===== config.mk =====
export PLATFORM = sky130hd
export DESIGN_NAME = hotplug_slot_power_control_por
export DESIGN_NICKNAME = d
export VERILOG_FILES = /design/src/design/hotplug_slot_power_control_por.v /design/src/design/slot_gate_drive.v
export VERILOG_INCLUDE_DIRS = /design/src /design/src/include
export SDC_FILE = /design/constraint.sdc
export NUM_CORES = 1
export LEC_CHECK = 0
export BUFFER_PORTS_ARGS = -buffer_cell sky130_fd_sc_hd__buf_2
export CORE_UTILIZATION = 40
export DETAILED_ROUTE_END_ITERATION = 16
export GPL_ROUTABILITY_DRIVEN = 0
export PLACE_DENSITY = 0.59
export SLEW_MARGIN = 20
export SYNTH_ARGS = -nofsm -noshare
export SYNTH_HDL_FRONTEND = slang
export SYNTH_HIERARCHICAL = 1
export SYNTH_SLANG_ARGS = --single-unit
export TNS_END_PERCENT = 50

===== constraint.sdc =====
create_clock -name ref_clk -period 2.5 [get_ports ref_clk]
set_input_delay 0.125 -clock ref_clk [delete_from_list [all_inputs] [get_ports ref_clk]]
set_output_delay 0.125 -clock ref_clk [all_outputs]
set_load 0.02 [all_outputs]

===== src/include/hotplug_defines.vh =====
/*
  Shared constants of the dual-slot hot-plug power control front end:
  power-on reset timing, management port addressing, command codes and
  register field positions.
  Assumes a 25 MHz reference clock and inclusion by bare name.
*/
`ifndef HOTPLUG_DEFINES_VH
`define HOTPLUG_DEFINES_VH

`define CLK_FREQ_MHZ 25
`define POR_TIME_US 250
`define POR_CYCLES (`POR_TIME_US * `CLK_FREQ_MHZ)

`define SMB_ADDR_BASE 4'h8

`define CMD_SLOT_CTRL_A 8'h00
`define CMD_SLOT_CTRL_B 8'h01
`define CMD_SLOT_STAT_A 8'h02
`define CMD_SLOT_STAT_B 8'h03
`define CMD_COMMON_STAT 8'h04

`define CTRL_MAIN_BIT 0
`define CTRL_AUX_BIT 1
`define CTRL_INT_EN_BIT 2
`define CTRL_WIDTH 3
`define CTRL_RESET 3'h0

`define STAT_FAULT_12V_BIT 0
`define STAT_FAULT_3V_BIT 1
`define STAT_FAULT_AUX_BIT 2
`define STAT_WIDTH 3
`define STAT_RESET 3'h0

`define COMMON_GPI_A_BIT 4
`define COMMON_GPI_B_BIT 5

`endif


===== src/design/hotplug_slot_power_control_por.v =====
/*
  Control front end of a dual-slot hot-plug power controller: power-on
  reset sequencing from the standby supply, pin-level and serial
  management control paths, fault status and interrupt, gate drive state.
  Assumes every pin input is asynchronous to ref_clk; SCL is far slower
  than ref_clk and is sampled, not used as a clock. Open-drain pins are
  resolved outside from the active-low enable.
*/
`timescale 1ns/1ps

`include "hotplug_defines.vh"

// Operation
// - Power-on reset starts once the standby supply is valid and lasts until it held 250 us.
// - The slot, serial and interrupt registers are held cleared until the power-on reset ends.
// - Losing and regaining the standby supply starts a fresh power-on reset.
// - The management port answers only after the power-on reset has ended.
// - Every slot output stays off during the power-on reset.
// - Two control paths exist: slot enable and fault pins, and a serial port with interrupt.
// - Power is controlled by the pins and the serial port together; either path can turn a slot on.
// - With clock and data tied low at reset release, the serial port stays inactive.
// - The serial port reports each supply's fault and the general input pins.
// - With a slot's main supplies off, its high gate is pulled up and low gate pulled down.
// - An enabled slot switches its high gate to a current sink and low gate to a source.
// - The interrupt clears when the host writes a one into the fault bit or a zero into the slot's interrupt enable bit.
module hotplug_slot_power_control_por #(
  parameter POR_CYCLES = `POR_CYCLES
) (
  input wire ref_clk,
  input wire reset,
  input wire standbyValid,
  input wire [1:0] mainEnablePin,
  input wire [1:0] auxEnablePin,
  input wire [5:0] railFault,
  input wire [1:0] generalInputPins,
  input wire [2:0] busAddressStraps,
  input wire scl,
  input wire sdaIn,
  output reg sdaOut,
  output reg sdaOutEnableN,
  output wire [1:0] highRailGateSink,
  output wire [1:0] lowRailGateSource,
  output wire [1:0] auxRailOn,
  output reg [1:0] faultN,
  output reg intN,
  output reg porActive
);

  localparam ST_IDLE = 3'h0;
  localparam ST_ADDR = 3'h1;
  localparam ST_CMD = 3'h2;
  localparam ST_WDATA = 3'h3;
  localparam ST_RDATA = 3'h4;

  localparam SYNC_W = 18;

  wire [SYNC_W-1:0] asyncIn;
  reg [SYNC_W-1:0] syncMeta_reg;
  reg [SYNC_W-1:0] syncOut_reg;
  wire standbySync;
  wire [1:0] mainPinSync;
  wire [1:0] auxPinSync;
  wire [5:0] faultSync;
  wire [1:0] gpiSync;
  wire [2:0] strapSync;
  wire sclSync;
  wire sdaSync;

  reg [12:0] porCount_reg;
  reg smbDisabled_reg;
  reg sclPrev_reg;
  reg sdaPrev_reg;
  reg [2:0] state_reg;
  reg [3:0] bitCnt_reg;
  reg [7:0] shift_reg;
  reg [7:0] pointer_reg;
  reg [7:0] tx_reg;
  reg [`CTRL_WIDTH-1:0] ctrl_reg [0:1];
  reg [`STAT_WIDTH-1:0] stat_reg [0:1];
  wire [1:0] mainTripped;
  wire clear;
  wire smbReady;
  wire sclRise;
  wire sclFall;
  wire startCond;
  wire stopCond;
  wire [6:0] ownAddress;
  wire [7:0] readData;

  assign asyncIn = {standbyValid, mainEnablePin, auxEnablePin, railFault,
                    generalInputPins, busAddressStraps, scl, sdaIn};
  assign {standbySync, mainPinSync, auxPinSync, faultSync,
          gpiSync, strapSync, sclSync, sdaSync} = syncOut_reg;

  // Pins change with no regard to ref_clk, so nothing reads them before two flops.
  always @(posedge ref_clk)
  begin
    if (reset)
    begin
      syncMeta_reg <= {SYNC_W{1'b0}};
      syncOut_reg <= {SYNC_W{1'b0}};
    end
    else
    begin
      syncMeta_reg <= asyncIn;
      syncOut_reg <= syncMeta_reg;
    end
  end

  always @(posedge ref_clk)
  begin
    if (reset)
    begin
      porActive <= 1'b1;
      porCount_reg <= 13'h0000;
      smbDisabled_reg <= 1'b1;
    end
    else if (!standbySync)
    begin
      porActive <= 1'b1;
      porCount_reg <= 13'h0000;
    end
    else if (porActive)
    begin
      if (porCount_reg == POR_CYCLES[12:0] - 13'h0001)
      begin
        porActive <= 1'b0;
        smbDisabled_reg <= !sclSync && !sdaSync;
      end
      else
        porCount_reg <= porCount_reg + 13'h0001;
    end
  end

  // The synced supply drop clears at once, so no output stays on in the first reset cycle.
  assign clear = reset | porActive | !standbySync;
  assign smbReady = !porActive && !smbDisabled_reg;
  assign ownAddress = {`SMB_ADDR_BASE, strapSync};
  assign sclRise = sclSync && !sclPrev_reg;
  assign sclFall = !sclSync && sclPrev_reg;
  assign startCond = sclSync && sclPrev_reg && sdaPrev_reg && !sdaSync;
  assign stopCond = sclSync && sclPrev_reg && !sdaPrev_reg && sdaSync;

  function [7:0] readMux;
    input [7:0] cmd;
    begin
      case (cmd)
        `CMD_SLOT_CTRL_A: readMux = {5'h00, ctrl_reg[0]};
        `CMD_SLOT_CTRL_B: readMux = {5'h00, ctrl_reg[1]};
        `CMD_SLOT_STAT_A: readMux = {5'h00, stat_reg[0]};
        `CMD_SLOT_STAT_B: readMux = {5'h00, stat_reg[1]};
        `CMD_COMMON_STAT: readMux = {2'h0, gpiSync, 4'h0};
        default: readMux = 8'h00;
      endcase
    end
  endfunction

  assign readData = readMux(pointer_reg);

  // Serial management slave: 7-bit address, command byte, one data byte.
  always @(posedge ref_clk)
  begin
    if (clear)
    begin
      // Edge history tracks the pins in reset, so a transfer under way cannot look like a start.
      sclPrev_reg <= sclSync;
      sdaPrev_reg <= sdaSync;
      state_reg <= ST_IDLE;
      bitCnt_reg <= 4'h0;
      shift_reg <= 8'h00;
      pointer_reg <= 8'h00;
      tx_reg <= 8'h00;
      sdaOut <= 1'b0;
      sdaOutEnableN <= 1'b1;
    end
    else
    begin
      sclPrev_reg <= sclSync;
      sdaPrev_reg <= sdaSync;
      if (!smbReady || stopCond)
      begin
        state_reg <= ST_IDLE;
        sdaOutEnableN <= 1'b1;
      end
      else if (startCond)
      begin
        state_reg <= ST_ADDR;
        bitCnt_reg <= 4'h0;
        sdaOutEnableN <= 1'b1;
      end
      else if (state_reg != ST_IDLE)
      begin
        if (sclRise)
        begin
          shift_reg <= {shift_reg[6:0], sdaSync};
          bitCnt_reg <= bitCnt_reg + 4'h1;
        end
        else if (sclFall)
        begin
          if (bitCnt_reg == 4'h8)
          begin
            sdaOutEnableN <= 1'b1;
            case (state_reg)
              ST_ADDR:
              begin
                if (shift_reg[7:1] == ownAddress)
                begin
                  sdaOutEnableN <= 1'b0;
                  state_reg <= shift_reg[0] ? ST_RDATA : ST_CMD;
                end
                else
                  state_reg <= ST_IDLE;
              end
              ST_CMD:
              begin
                pointer_reg <= shift_reg;
                sdaOutEnableN <= 1'b0;
                state_reg <= ST_WDATA;
              end
              ST_WDATA:
                sdaOutEnableN <= 1'b0;
              default:
                sdaOutEnableN <= 1'b1;
            endcase
          end
          else if (bitCnt_reg == 4'h9)
          begin
            bitCnt_reg <= 4'h0;
            if (state_reg == ST_RDATA && !shift_reg[0])
            begin
              tx_reg <= readData;
              sdaOutEnableN <= readData[7];
            end
            else
            begin
              sdaOutEnableN <= 1'b1;
              if (state_reg == ST_RDATA)
                state_reg <= ST_IDLE;
            end
          end
          else if (state_reg == ST_RDATA)
            sdaOutEnableN <= tx_reg[3'h7 - bitCnt_reg[2:0]];
        end
      end
    end
  end

  // Fault bits are sticky; a new fault in the write-one-to-clear cycle survives.
  genvar s;
  generate
    for (s = 0; s < 2; s = s + 1)
    begin : slot
      wire writeHit;
      assign writeHit = smbReady && sclFall && bitCnt_reg == 4'h8
                        && state_reg == ST_WDATA;

      always @(posedge ref_clk)
      begin
        if (clear)
        begin
          ctrl_reg[s] <= `CTRL_RESET;
          stat_reg[s] <= `STAT_RESET;
          faultN[s] <= 1'b1;
        end
        else
        begin
          // The pin path drives power on its own; serial writes only add to it.
          if (writeHit && pointer_reg == `CMD_SLOT_CTRL_A + s)
            ctrl_reg[s] <= shift_reg[`CTRL_WIDTH-1:0];
          if (writeHit && pointer_reg == `CMD_SLOT_STAT_A + s)
            stat_reg[s] <= (stat_reg[s] & ~shift_reg[`STAT_WIDTH-1:0])
                           | faultSync[3*s +: 3];
          else
            stat_reg[s] <= stat_reg[s] | faultSync[3*s +: 3];
          faultN[s] <= !(mainTripped[s] && mainPinSync[s]);
        end
      end

      slot_gate_drive u_gate (
        .ref_clk(ref_clk),
        .clear(clear),
        .mainEnable(mainPinSync[s] | ctrl_reg[s][`CTRL_MAIN_BIT]),
        .auxEnable(auxPinSync[s] | ctrl_reg[s][`CTRL_AUX_BIT]),
        .railFault(faultSync[3*s +: 3]),
        .highRailGateSink(highRailGateSink[s]),
        .lowRailGateSource(lowRailGateSource[s]),
        .auxRailOn(auxRailOn[s]),
        .mainTripped(mainTripped[s])
      );
    end
  endgenerate

  always @(posedge ref_clk)
  begin
    if (clear)
      intN <= 1'b1;
    else
      intN <= !(|(stat_reg[0] & {`STAT_WIDTH{ctrl_reg[0][`CTRL_INT_EN_BIT]}})
                | |(stat_reg[1] & {`STAT_WIDTH{ctrl_reg[1][`CTRL_INT_EN_BIT]}}));
  end

endmodule


===== src/design/slot_gate_drive.v =====
/*
  Gate drive state of one slot: main rail gates, auxiliary rail switch and
  the main and auxiliary circuit breaker trip latches.
  Assumes synchronised enables and fault levels on the ref_clk domain, and
  a clear input held high through reset and the power-on reset interval.
*/
`timescale 1ns/1ps

module slot_gate_drive (
  input wire ref_clk,
  input wire clear,
  input wire mainEnable,
  input wire auxEnable,
  input wire [2:0] railFault,
  output reg highRailGateSink,
  output reg lowRailGateSource,
  output reg auxRailOn,
  output reg mainTripped
);

  wire mainFault;
  reg auxTripped_reg;

  assign mainFault = railFault[0] | railFault[1];

  always @(posedge ref_clk)
  begin
    if (clear)
    begin
      highRailGateSink <= 1'b0;
      lowRailGateSource <= 1'b0;
      auxRailOn <= 1'b0;
      mainTripped <= 1'b0;
      auxTripped_reg <= 1'b0;
    end
    else
    begin
      // A trip holds until its enable is dropped, so a fault cannot chatter.
      if (!mainEnable)
        mainTripped <= 1'b0;
      else if (mainFault && highRailGateSink)
        mainTripped <= 1'b1;
      if (!auxEnable)
        auxTripped_reg <= 1'b0;
      else if (railFault[2] && auxRailOn)
        auxTripped_reg <= 1'b1;
      highRailGateSink <= mainEnable && !mainTripped && !mainFault;
      lowRailGateSource <= mainEnable && !mainTripped && !mainFault;
      auxRailOn <= auxEnable && !auxTripped_reg && !railFault[2];
    end
  end

endmodule


# Yosys cells after proc, flatten, opt, wreduce, memory -nomap -nowiden
# Memories as Yosys holds them, arrays and structs flattened.
# Index checks and enable logic that the tools add are counted.
[word_totals]
latch_bits = 0
reg_bits = 96
romBits = 0
mem_count = 2
in_bits = 20
ramBits = 12
word_cells = 219
[memory_table]
columns = ["name", "depth", "width", "read_ports", "rd_clocked_by_memory_dff", "write_ports", "line", "text"]
rows = [
  ["ctrl_reg", 2, 3, 2, 0, 2, "hotplug_slot_power_control_por.v:78", "reg [`CTRL_WIDTH-1:0] ctrl_reg [0:1];"],
  ["stat_reg", 2, 3, 2, 0, 2, "hotplug_slot_power_control_por.v:79", "reg [`STAT_WIDTH-1:0] stat_reg [0:1];"],
]
[op_classes]
bitwise = 34
multipliers = 0
n_addsub = 3
eq_ne = 18
magnitude_cmp = 1
reduce_logical = 82
mux = 54
shifts = 0
n_div = 0
[op_table]
columns = ["cell", "n"]
rows = [
  ["2-to-1 mux 3 bit", 12],
  ["2-to-1 mux 1 bit", 32],
  ["logical AND 1 bit", 31],
  ["one-hot mux 6 bit (5 select lines)", 1],
  ["2-to-1 mux 4 bit", 6],
  ["AND reduction 7 bit", 3],
  ["zero test 1 bit", 20],
  ["nonzero test 3 bit", 6],
  ["equality test 8 x 2 -> 1 bit, second input constant", 2],
  ["bitwise OR 1 bit", 15],
  ["OR reduction 2 bit", 7],
  ["adder 13 x 1 -> 13 bit, second input constant", 1],
  ["equality test 13 bit, second input constant", 1],
  ["bitwise AND 3 bit", 4],
  ["bitwise OR 3 bit", 4],
  ["NOT 1 bit", 10],
  ["OR reduction 3 bit", 3],
  ["equality test 4 bit, second input constant", 2],
  ["equality test 8 x 1 -> 1 bit, second input constant", 1],
  ["equality test 8 x 3 -> 1 bit, second input constant", 1],
  ["zero test 8 bit", 1],
  ["AND reduction 4 bit", 2],
  ["AND reduction 8 bit", 1],
  ["nonzero test 2 bit", 4],
  ["other kinds (20)", 22],
]

# Longest topological paths before layout
# Gate-level depths: netlist of run 1.
[depth]
word_depth = 11
mapped_depth = 7
depth_no_buf = 6

# Hierarchy
# Netlist of run 1, hierarchy kept.
[by_module_without_submodules]
columns = ["mod", "n_inst", "cells_per_inst", "area_each_um2"]
rows = [
  ["hotplug_slot_power_control_por", 1, 412, 4159.0],
  ["slot_gate_drive", 2, 14, 160.2],
]

# Least setup slack after synthesis of run 1
# Ideal clock, no wire load.
[synth_path]
path_kind = "reg2reg"
start = "register bitCnt_reg[0]"
end = "memory ctrl_reg[1][0] in the netlist's numbering (enable)"
required_time_ns = 2.199
arrival_ns = 1.571
path_stages_with_launch = 7
path_buffers = 0
setup_ns = 0.301
synth_period_minus_slack_ns = 1.872
setup_slack_ns = 0.628
cell_sequence = "dfxtp_1 -> inv_1 -> ha_1 -> and4bb_2 -> nand2_1 -> nor4_4 -> a21o_1"
[synth_rtl]
columns = ["item", "line", "text"]
rows = [
  ["start, declared", "hotplug_slot_power_control_por.v:74", "reg [3:0] bitCnt_reg;"],
  ["start signal, assigned", "hotplug_slot_power_control_por.v:196", "bitCnt_reg <= bitCnt_reg + 4'h1;"],
  ["end, declared", "hotplug_slot_power_control_por.v:78", ""],
]

==> results of run 1 <==
==> what timing repair did <==
| action | 4_1_cts | 5_1_grt |
|---|---|---|
| hold endpoints to repair | 18 | 0 |
| hold buffers | 18 | 0 |
| endpoints found under the setup margin | 0 | 0 |
==> power by group through the flow <==
stage | logic (mW) | clock network, mW | registers [mW]
floorplan | 0.0483 | 0 | 1.78
global placement | 0.0683 | 0 | 1.79
detailed placement | 0.0697 | 0 | 1.79
CTS | 0.0910 | 1.11 | 1.75
global route | 0.102 | 1.18 | 1.76
finish | 0.0908 | 1.07 | 1.75
==> critical path, stage by stage, from the launching register on <==
cell      delay, ps
dfxtp_1         350
inv_1           140
ha_1            270
and4bb_2        310
nand2_1         160
nor4_1          590
a31oi_1         160
==> routing by layer <==
| layer | global-route usage, % | up-vias | share of wire (%) |
|---|---|---|---|
| li1 | - | 1653 | - |
| met1 | 22.2 | 1497 | 51 |
| met2 | 24.9 | 56 | 44 |
| met3 | 3.33 | 12 | 3.6 |
| met4 | 7.24 | 0 | 1.9 |
| met5 | 0 | - | 0 |
==> through the flow <==
| stage | power [mW] | instances | setup slack (ps) | hold WS (ps) |
|---|---|---|---|---|
| 2_1_floorplan | 1.83 | 445 | 628 | 253 |
| 3_3_place_gp | 1.86 | 599 | 425 | 332 |
| 3_5_place_dp | 1.86 | 599 | 284 | 340 |
| 4_1_cts | 2.96 | 633 | 241 | 244 |
| 5_1_grt | 3.04 | 633 | 85.0 | 276 |
| 6_report | 2.91 | 633 | 243 | 255 |
==> placed cells by master (no fill, tap or decap), types with 10 or more instances in the layout <==
cell / n
ha_1: 10
nor2_1: 27
dfxtp_1: 93
o21ai_0: 18
edfxtp_1: 12
nand3_1: 24
mux2i_1: 16
buf_2: 30
nand2_1: 16
inv_1: 20
nor2b_1: 39
a21oi_1: 16
dlygate4sd3_1: 18
==> logic make-up after synthesis <==
group                      count (synthesis)
adders and majority gates                 10
xor gates and xnor gates                  14
other                                      2
and+or+nand+nor                          177
muxes                                     21
buffers and inverters                     42
DFF                                      105
AOI/OAI and AO/OA                         69
==> worst max path at each step <==
stage,startpoint,endpoint,slack [ps],cells past startpoint
final,bitCnt_reg[0],stat_reg[1][2],240,6
after global routing,bitCnt_reg[0],stat_reg[1][2],80,6
after CTS,bitCnt_reg[0],stat_reg[1][2],240,6
after detailed placement,bitCnt_reg[0],stat_reg[1][2],280,6
after global placement,bitCnt_reg[0],stat_reg[1][0],420,6
after floorplan,bitCnt_reg[0],ctrl_reg[1][0],630,6
==> layout make-up <==
cell class | count | area share (%)
clock buffers | 9 | 2.40
well taps | 140 | 3.40
inverters | 20 | 1.46
clock inverters | 7 | 1.51
repair buffers | 54 | 7.29
multi-input cells | 298 | 40.8
flip-flops and latches | 105 | 43.1
==> results.txt, run 1 <==
status: finished clean
min Tclk post-route: 2260 ps
root buf cell: clkbuf_8
die height: 108 um
synthesized instance count: 440
final hold violation count: 0
Die Area: 11600 um^2
internal power: 2.26 mW
Skew-Pair Late Insertion Delay: 380 ps
drt wl/cell: 13.9 um
Sw Ratio: 22.5%
grt ovf: 0
Seq/Total Area, Yosys: 49.6%
Final Util: 47.3%
xor/xnor share of the synthesized area: 2.74%
Leak: 1.90 nW
fraction of layout cells with a size suffix above 1: 15.8%
Yosys cell types: 60
HP Start: reset
cts repair resizes: 0
clk sinks: 105
clock power share: 36.7%
Post-synth EDFFs: 12
final setup TNS: 0 ps
DR pass1 iterations: 5
Core Area: 10900 um^2
Worst setup EP type: register
Layout area overhead: 15.0%
total number of yosys warnings: 6
WHS Endpoint: syncOut_reg[17]
hold depth: 3
Peak Freq: 443 MHz
Post-Synth Adder-Cell Area: 2.79%
first-pass GRT wire length: 14400 um
Final Cycle Share: 90.3%
R2R depth: 6
Synth area leader: dfxtp_1
Post-Synthesis Cell Area: 4480 um^2
largest family of logic cells by synthesized area: simple AND/OR/NAND/NOR gates
port buffer count: 30
Post-CTS Setup Inserts: 0
CTS tree: done
fin area: 5150 um^2
Reg area: 2220 um^2
DPL Wire Length: 6030 um
mux contribution to synthesized area: 5.59%
Power Density: 566 nW/um^2
drt initial violations: 158
CTS Buffer Depth: 2
Via density: 5.08
IO Count: 32
Yosys reg bits: 105
clock-pin slew on the worst setup and hold paths: 100 ps
row cnt: 38
Net Switching: 0.656 mW
antenna-violating nets left: 0
RSZ-0062 raised after global routing: false
Final Skew: 11.6 ps
Max Transition Viols Final: 0
Seq pwr share: 60.1%
worst reg2reg path startpoint: bitCnt_reg[0]
simple-gate share of the synthesized area: 25.3%
fill count: 987
syn avg cell area: 10.2 um^2
CTS Buf Count: 9
H-tree depth: 3
starting density of the core: 41.1%
complex-gate fraction of the synthesized area: 10.0%
GRT Util Overall: 16.3%
Worst VDD drop: 0.363 mV
area share of the largest cell type after synthesis: 41.6%
via count: 3218
Post-layout nets: 518
CP max FO: 6
asr flop ratio synth: 0%
Slew @ Worst Pin: 655 ps
combinational share of power: 3.1%
Worst slew margin: 55.9%
# setup viols final: 0
Cell Area, Placed: 4770 um^2
DRC viols: 0
max cap viols: 0
Synth top cells by count: 93 x dfxtp_1, 39 x nor2b_1, 27 x nor2_1
routed wire length: 8780 um
Main synth FF type: dfxtp_1
Worst R2R End: stat_reg[1][2]
synth top area cells: dfxtp_1 42%, edfxtp_1 8.0%, nor2b_1 5.4%, mux2i_1 3.6%, ha_1 2.8%
worst min-delay path category: in2reg
DIE WIDTH: 108 um
Crit path required time: 2610 ps
largest net degree at the start of global routing: 39
antenna violations before repair: 0
most frequent cell after synthesis: dfxtp_1
Ant. Diodes: 0
WP data arrival: 2360 ps
number of global-route vias before repair: 2989
multi-input logic area: 2100 um^2
CP Class: reg2reg
Setup crit start kind: register
reg-to-reg slack, setup: 240 ps
(Power assumes the default switching activity.)
==> run 2: changes to the inputs <==
Settings changed: PLACE_DENSITY 0.59 to 0.55.
==> run 2 against run 1 <==
- combinational power is 1% higher
- wire length is 1.2% higher
- die area stayed put
- power is 1.9% lower
- critical path depth stayed put
- core utilization hardly changed
- critical path type unchanged
- largest cell class unchanged
==> results.txt, run 2 (same netlist as run 1, synthesis figures left out) <==
Final WS setup: 339 ps (was 243 ps)
critical-path cell list: inv_1, ha_1, and4bb_2, nand2_1, nor4_1, a31oi_1 (unchanged)
Post-layout nets: 519 (was 518)
Hold Slack: 266 ps (was 255 ps)
H-tree depth: 3 (unchanged)
Cell Area, Placed: 4780 um^2 (was 4770 um^2)
worst reg2reg path startpoint: bitCnt_reg[0] (unchanged)
most common cell after layout, fill and taps aside: dfxtp_1 (unchanged)
Final Skew: 16.7 ps (was 11.6 ps)
clk sinks: 105 (unchanged)
Power Density: 555 nW/um^2 (was 566 nW/um^2)
Max Transition Viols Final: 0 (unchanged)
DR pass1 iterations: 4 (was 5)
Worst path top cell family by delay: simple AND/OR/NAND/NOR gates (unchanged)
most frequent cells in the layout: 93 x dfxtp_1, 39 x nor2b_1, 30 x buf_2, 27 x nor2_1, 24 x nand3_1 (unchanged)
RSZ-0062 raised after global routing: false (unchanged)
Skew-Pair Late Insertion Delay: 370 ps (was 380 ps)
row cnt: 38 (unchanged)
Core Area: 10900 um^2 (unchanged)
via count: 3263 (was 3218)
Ant. Diodes: 0 (unchanged)
antenna violations before repair: 0 (unchanged)
Layout area overhead: 15.0% (about the same)
Via density: 5.15 (was 5.08)
final hold violation count: 0 (unchanged)
starting density of the core: 41.1% (unchanged)
CTS tree: done (unchanged)
CP max FO: 6 (unchanged)
Post-CTS Setup Inserts: 0 (unchanged)
CTS Buffer Depth: 2 (unchanged)
first-pass GRT wire length: 14800 um (was 14400 um)
fraction of layout cells with a size suffix above 1: 16.2% (was 15.8%)
final setup TNS: 0 ps (unchanged)
Final Util: 47.3% (about the same)
Final Cycle Share: 86.5% (was 90.3%)
Peak Freq: 463 MHz (was 443 MHz)
CP max-delay cell: nor4_1 (unchanged)
clock-pin slew on the worst setup and hold paths: 110 ps (was 100 ps)
grt ovf: 0 (unchanged)
Buf+Inv Stages, Crit Path: 1 (unchanged)
Worst slew margin: 60.1% (was 55.9%)
DRC viols: 0 (unchanged)
largest net degree at the start of global routing: 39 (unchanged)
Crit path required time: 2610 ps (about the same)
antenna-violating nets left: 0 (unchanged)
Power, Total: 2.86 mW (was 2.91 mW)
Setup crit start: bitCnt_reg[0] (unchanged)
DIE WIDTH: 108 um (unchanged)
status: finished clean (unchanged)
Setup crit start kind: register (unchanged)
routed wire length: 8880 um (was 8780 um)
die height: 108 um (unchanged)
WP data arrival: 2270 ps (was 2360 ps)
DPL Wire Length: 6180 um (was 6030 um)
hold buffers post-CTS: 18 (unchanged)
CP max stage delay: 540 ps (was 590 ps)
HP Start: reset (unchanged)
dpl cells: 600 (was 599)
min Tclk post-route: 2160 ps (was 2260 ps)
Worst setup EP type: register (unchanged)
port buffer count: 30 (unchanged)
drt initial violations: 151 (was 158)
number of global-route vias before repair: 2968 (was 2989)
Leak: 1.90 nW (about the same)
Die Area: 11600 um^2 (unchanged)
Worst VDD drop: 0.321 mV (was 0.363 mV)
fin area: 5150 um^2 (about the same)
root buf cell: clkbuf_8 (unchanged)
pre-CTS WS: 310 ps (was 284 ps)
CTS Buf Count: 9 (unchanged)
Finished Layout Cells: 634 (was 633)
max cap viols: 0 (unchanged)
Slew @ Worst Pin: 592 ps (was 655 ps)
worst min-delay path category: in2reg (unchanged)
# setup viols final: 0 (unchanged)
GRT Util Overall: 16.6% (was 16.3%)
cts repair resizes: 0 (unchanged)
IO Count: 32 (unchanged)
CP Class: reg2reg (unchanged)
drt wl/cell: 14.0 um (was 13.9 um)
==> run 2: worst paths after layout <==
kind,slack [ps],cells after the start,endpoint
max,340,6,stat_reg[1][0]
min reg2reg,410,0,sdaPrev_reg
min,270,3,syncMeta_reg[11]
max reg2reg,340,6,stat_reg[1][0]
==> run 2: area by class of cell <==
type	instances	area (um^2)
repair buffers	55	383
well taps	140	175
flip-flops and latches	105	2220
multi-input cells	298	2100
inverters	20	75.1
fillers	1011	5740
clock buffers	9	124
clock inverters	7	67.6
==> run 2: per-layer routing <==
layer | up-vias | share of wire [%] | global-route usage (%)
met5 | - | 0 | 0
met4 | 0 | 1.2 | 7.24
met3 | 6 | 3.1 | 2.78
met2 | 55 | 43 | 24.1
met1 | 1552 | 52 | 24.1
li1 | 1650 | - | -
==> run 2: worst reg2reg max path, delay by kind of cell, from the launching register on <==
kind            cells  cell delay [ps]
simple gates        3             1010
flops               1              350
fa+ha+maj           1              260
buf+inv             1              150
compound gates      1              150
==> run 2: power by group <==
part / internal, mW / total, mW / switching (mW)
sequential: 1.73 / 1.75 / 0.0193
clock: 0.389 / 1.02 / 0.626
combinational: 0.0538 / 0.0920 / 0.0382
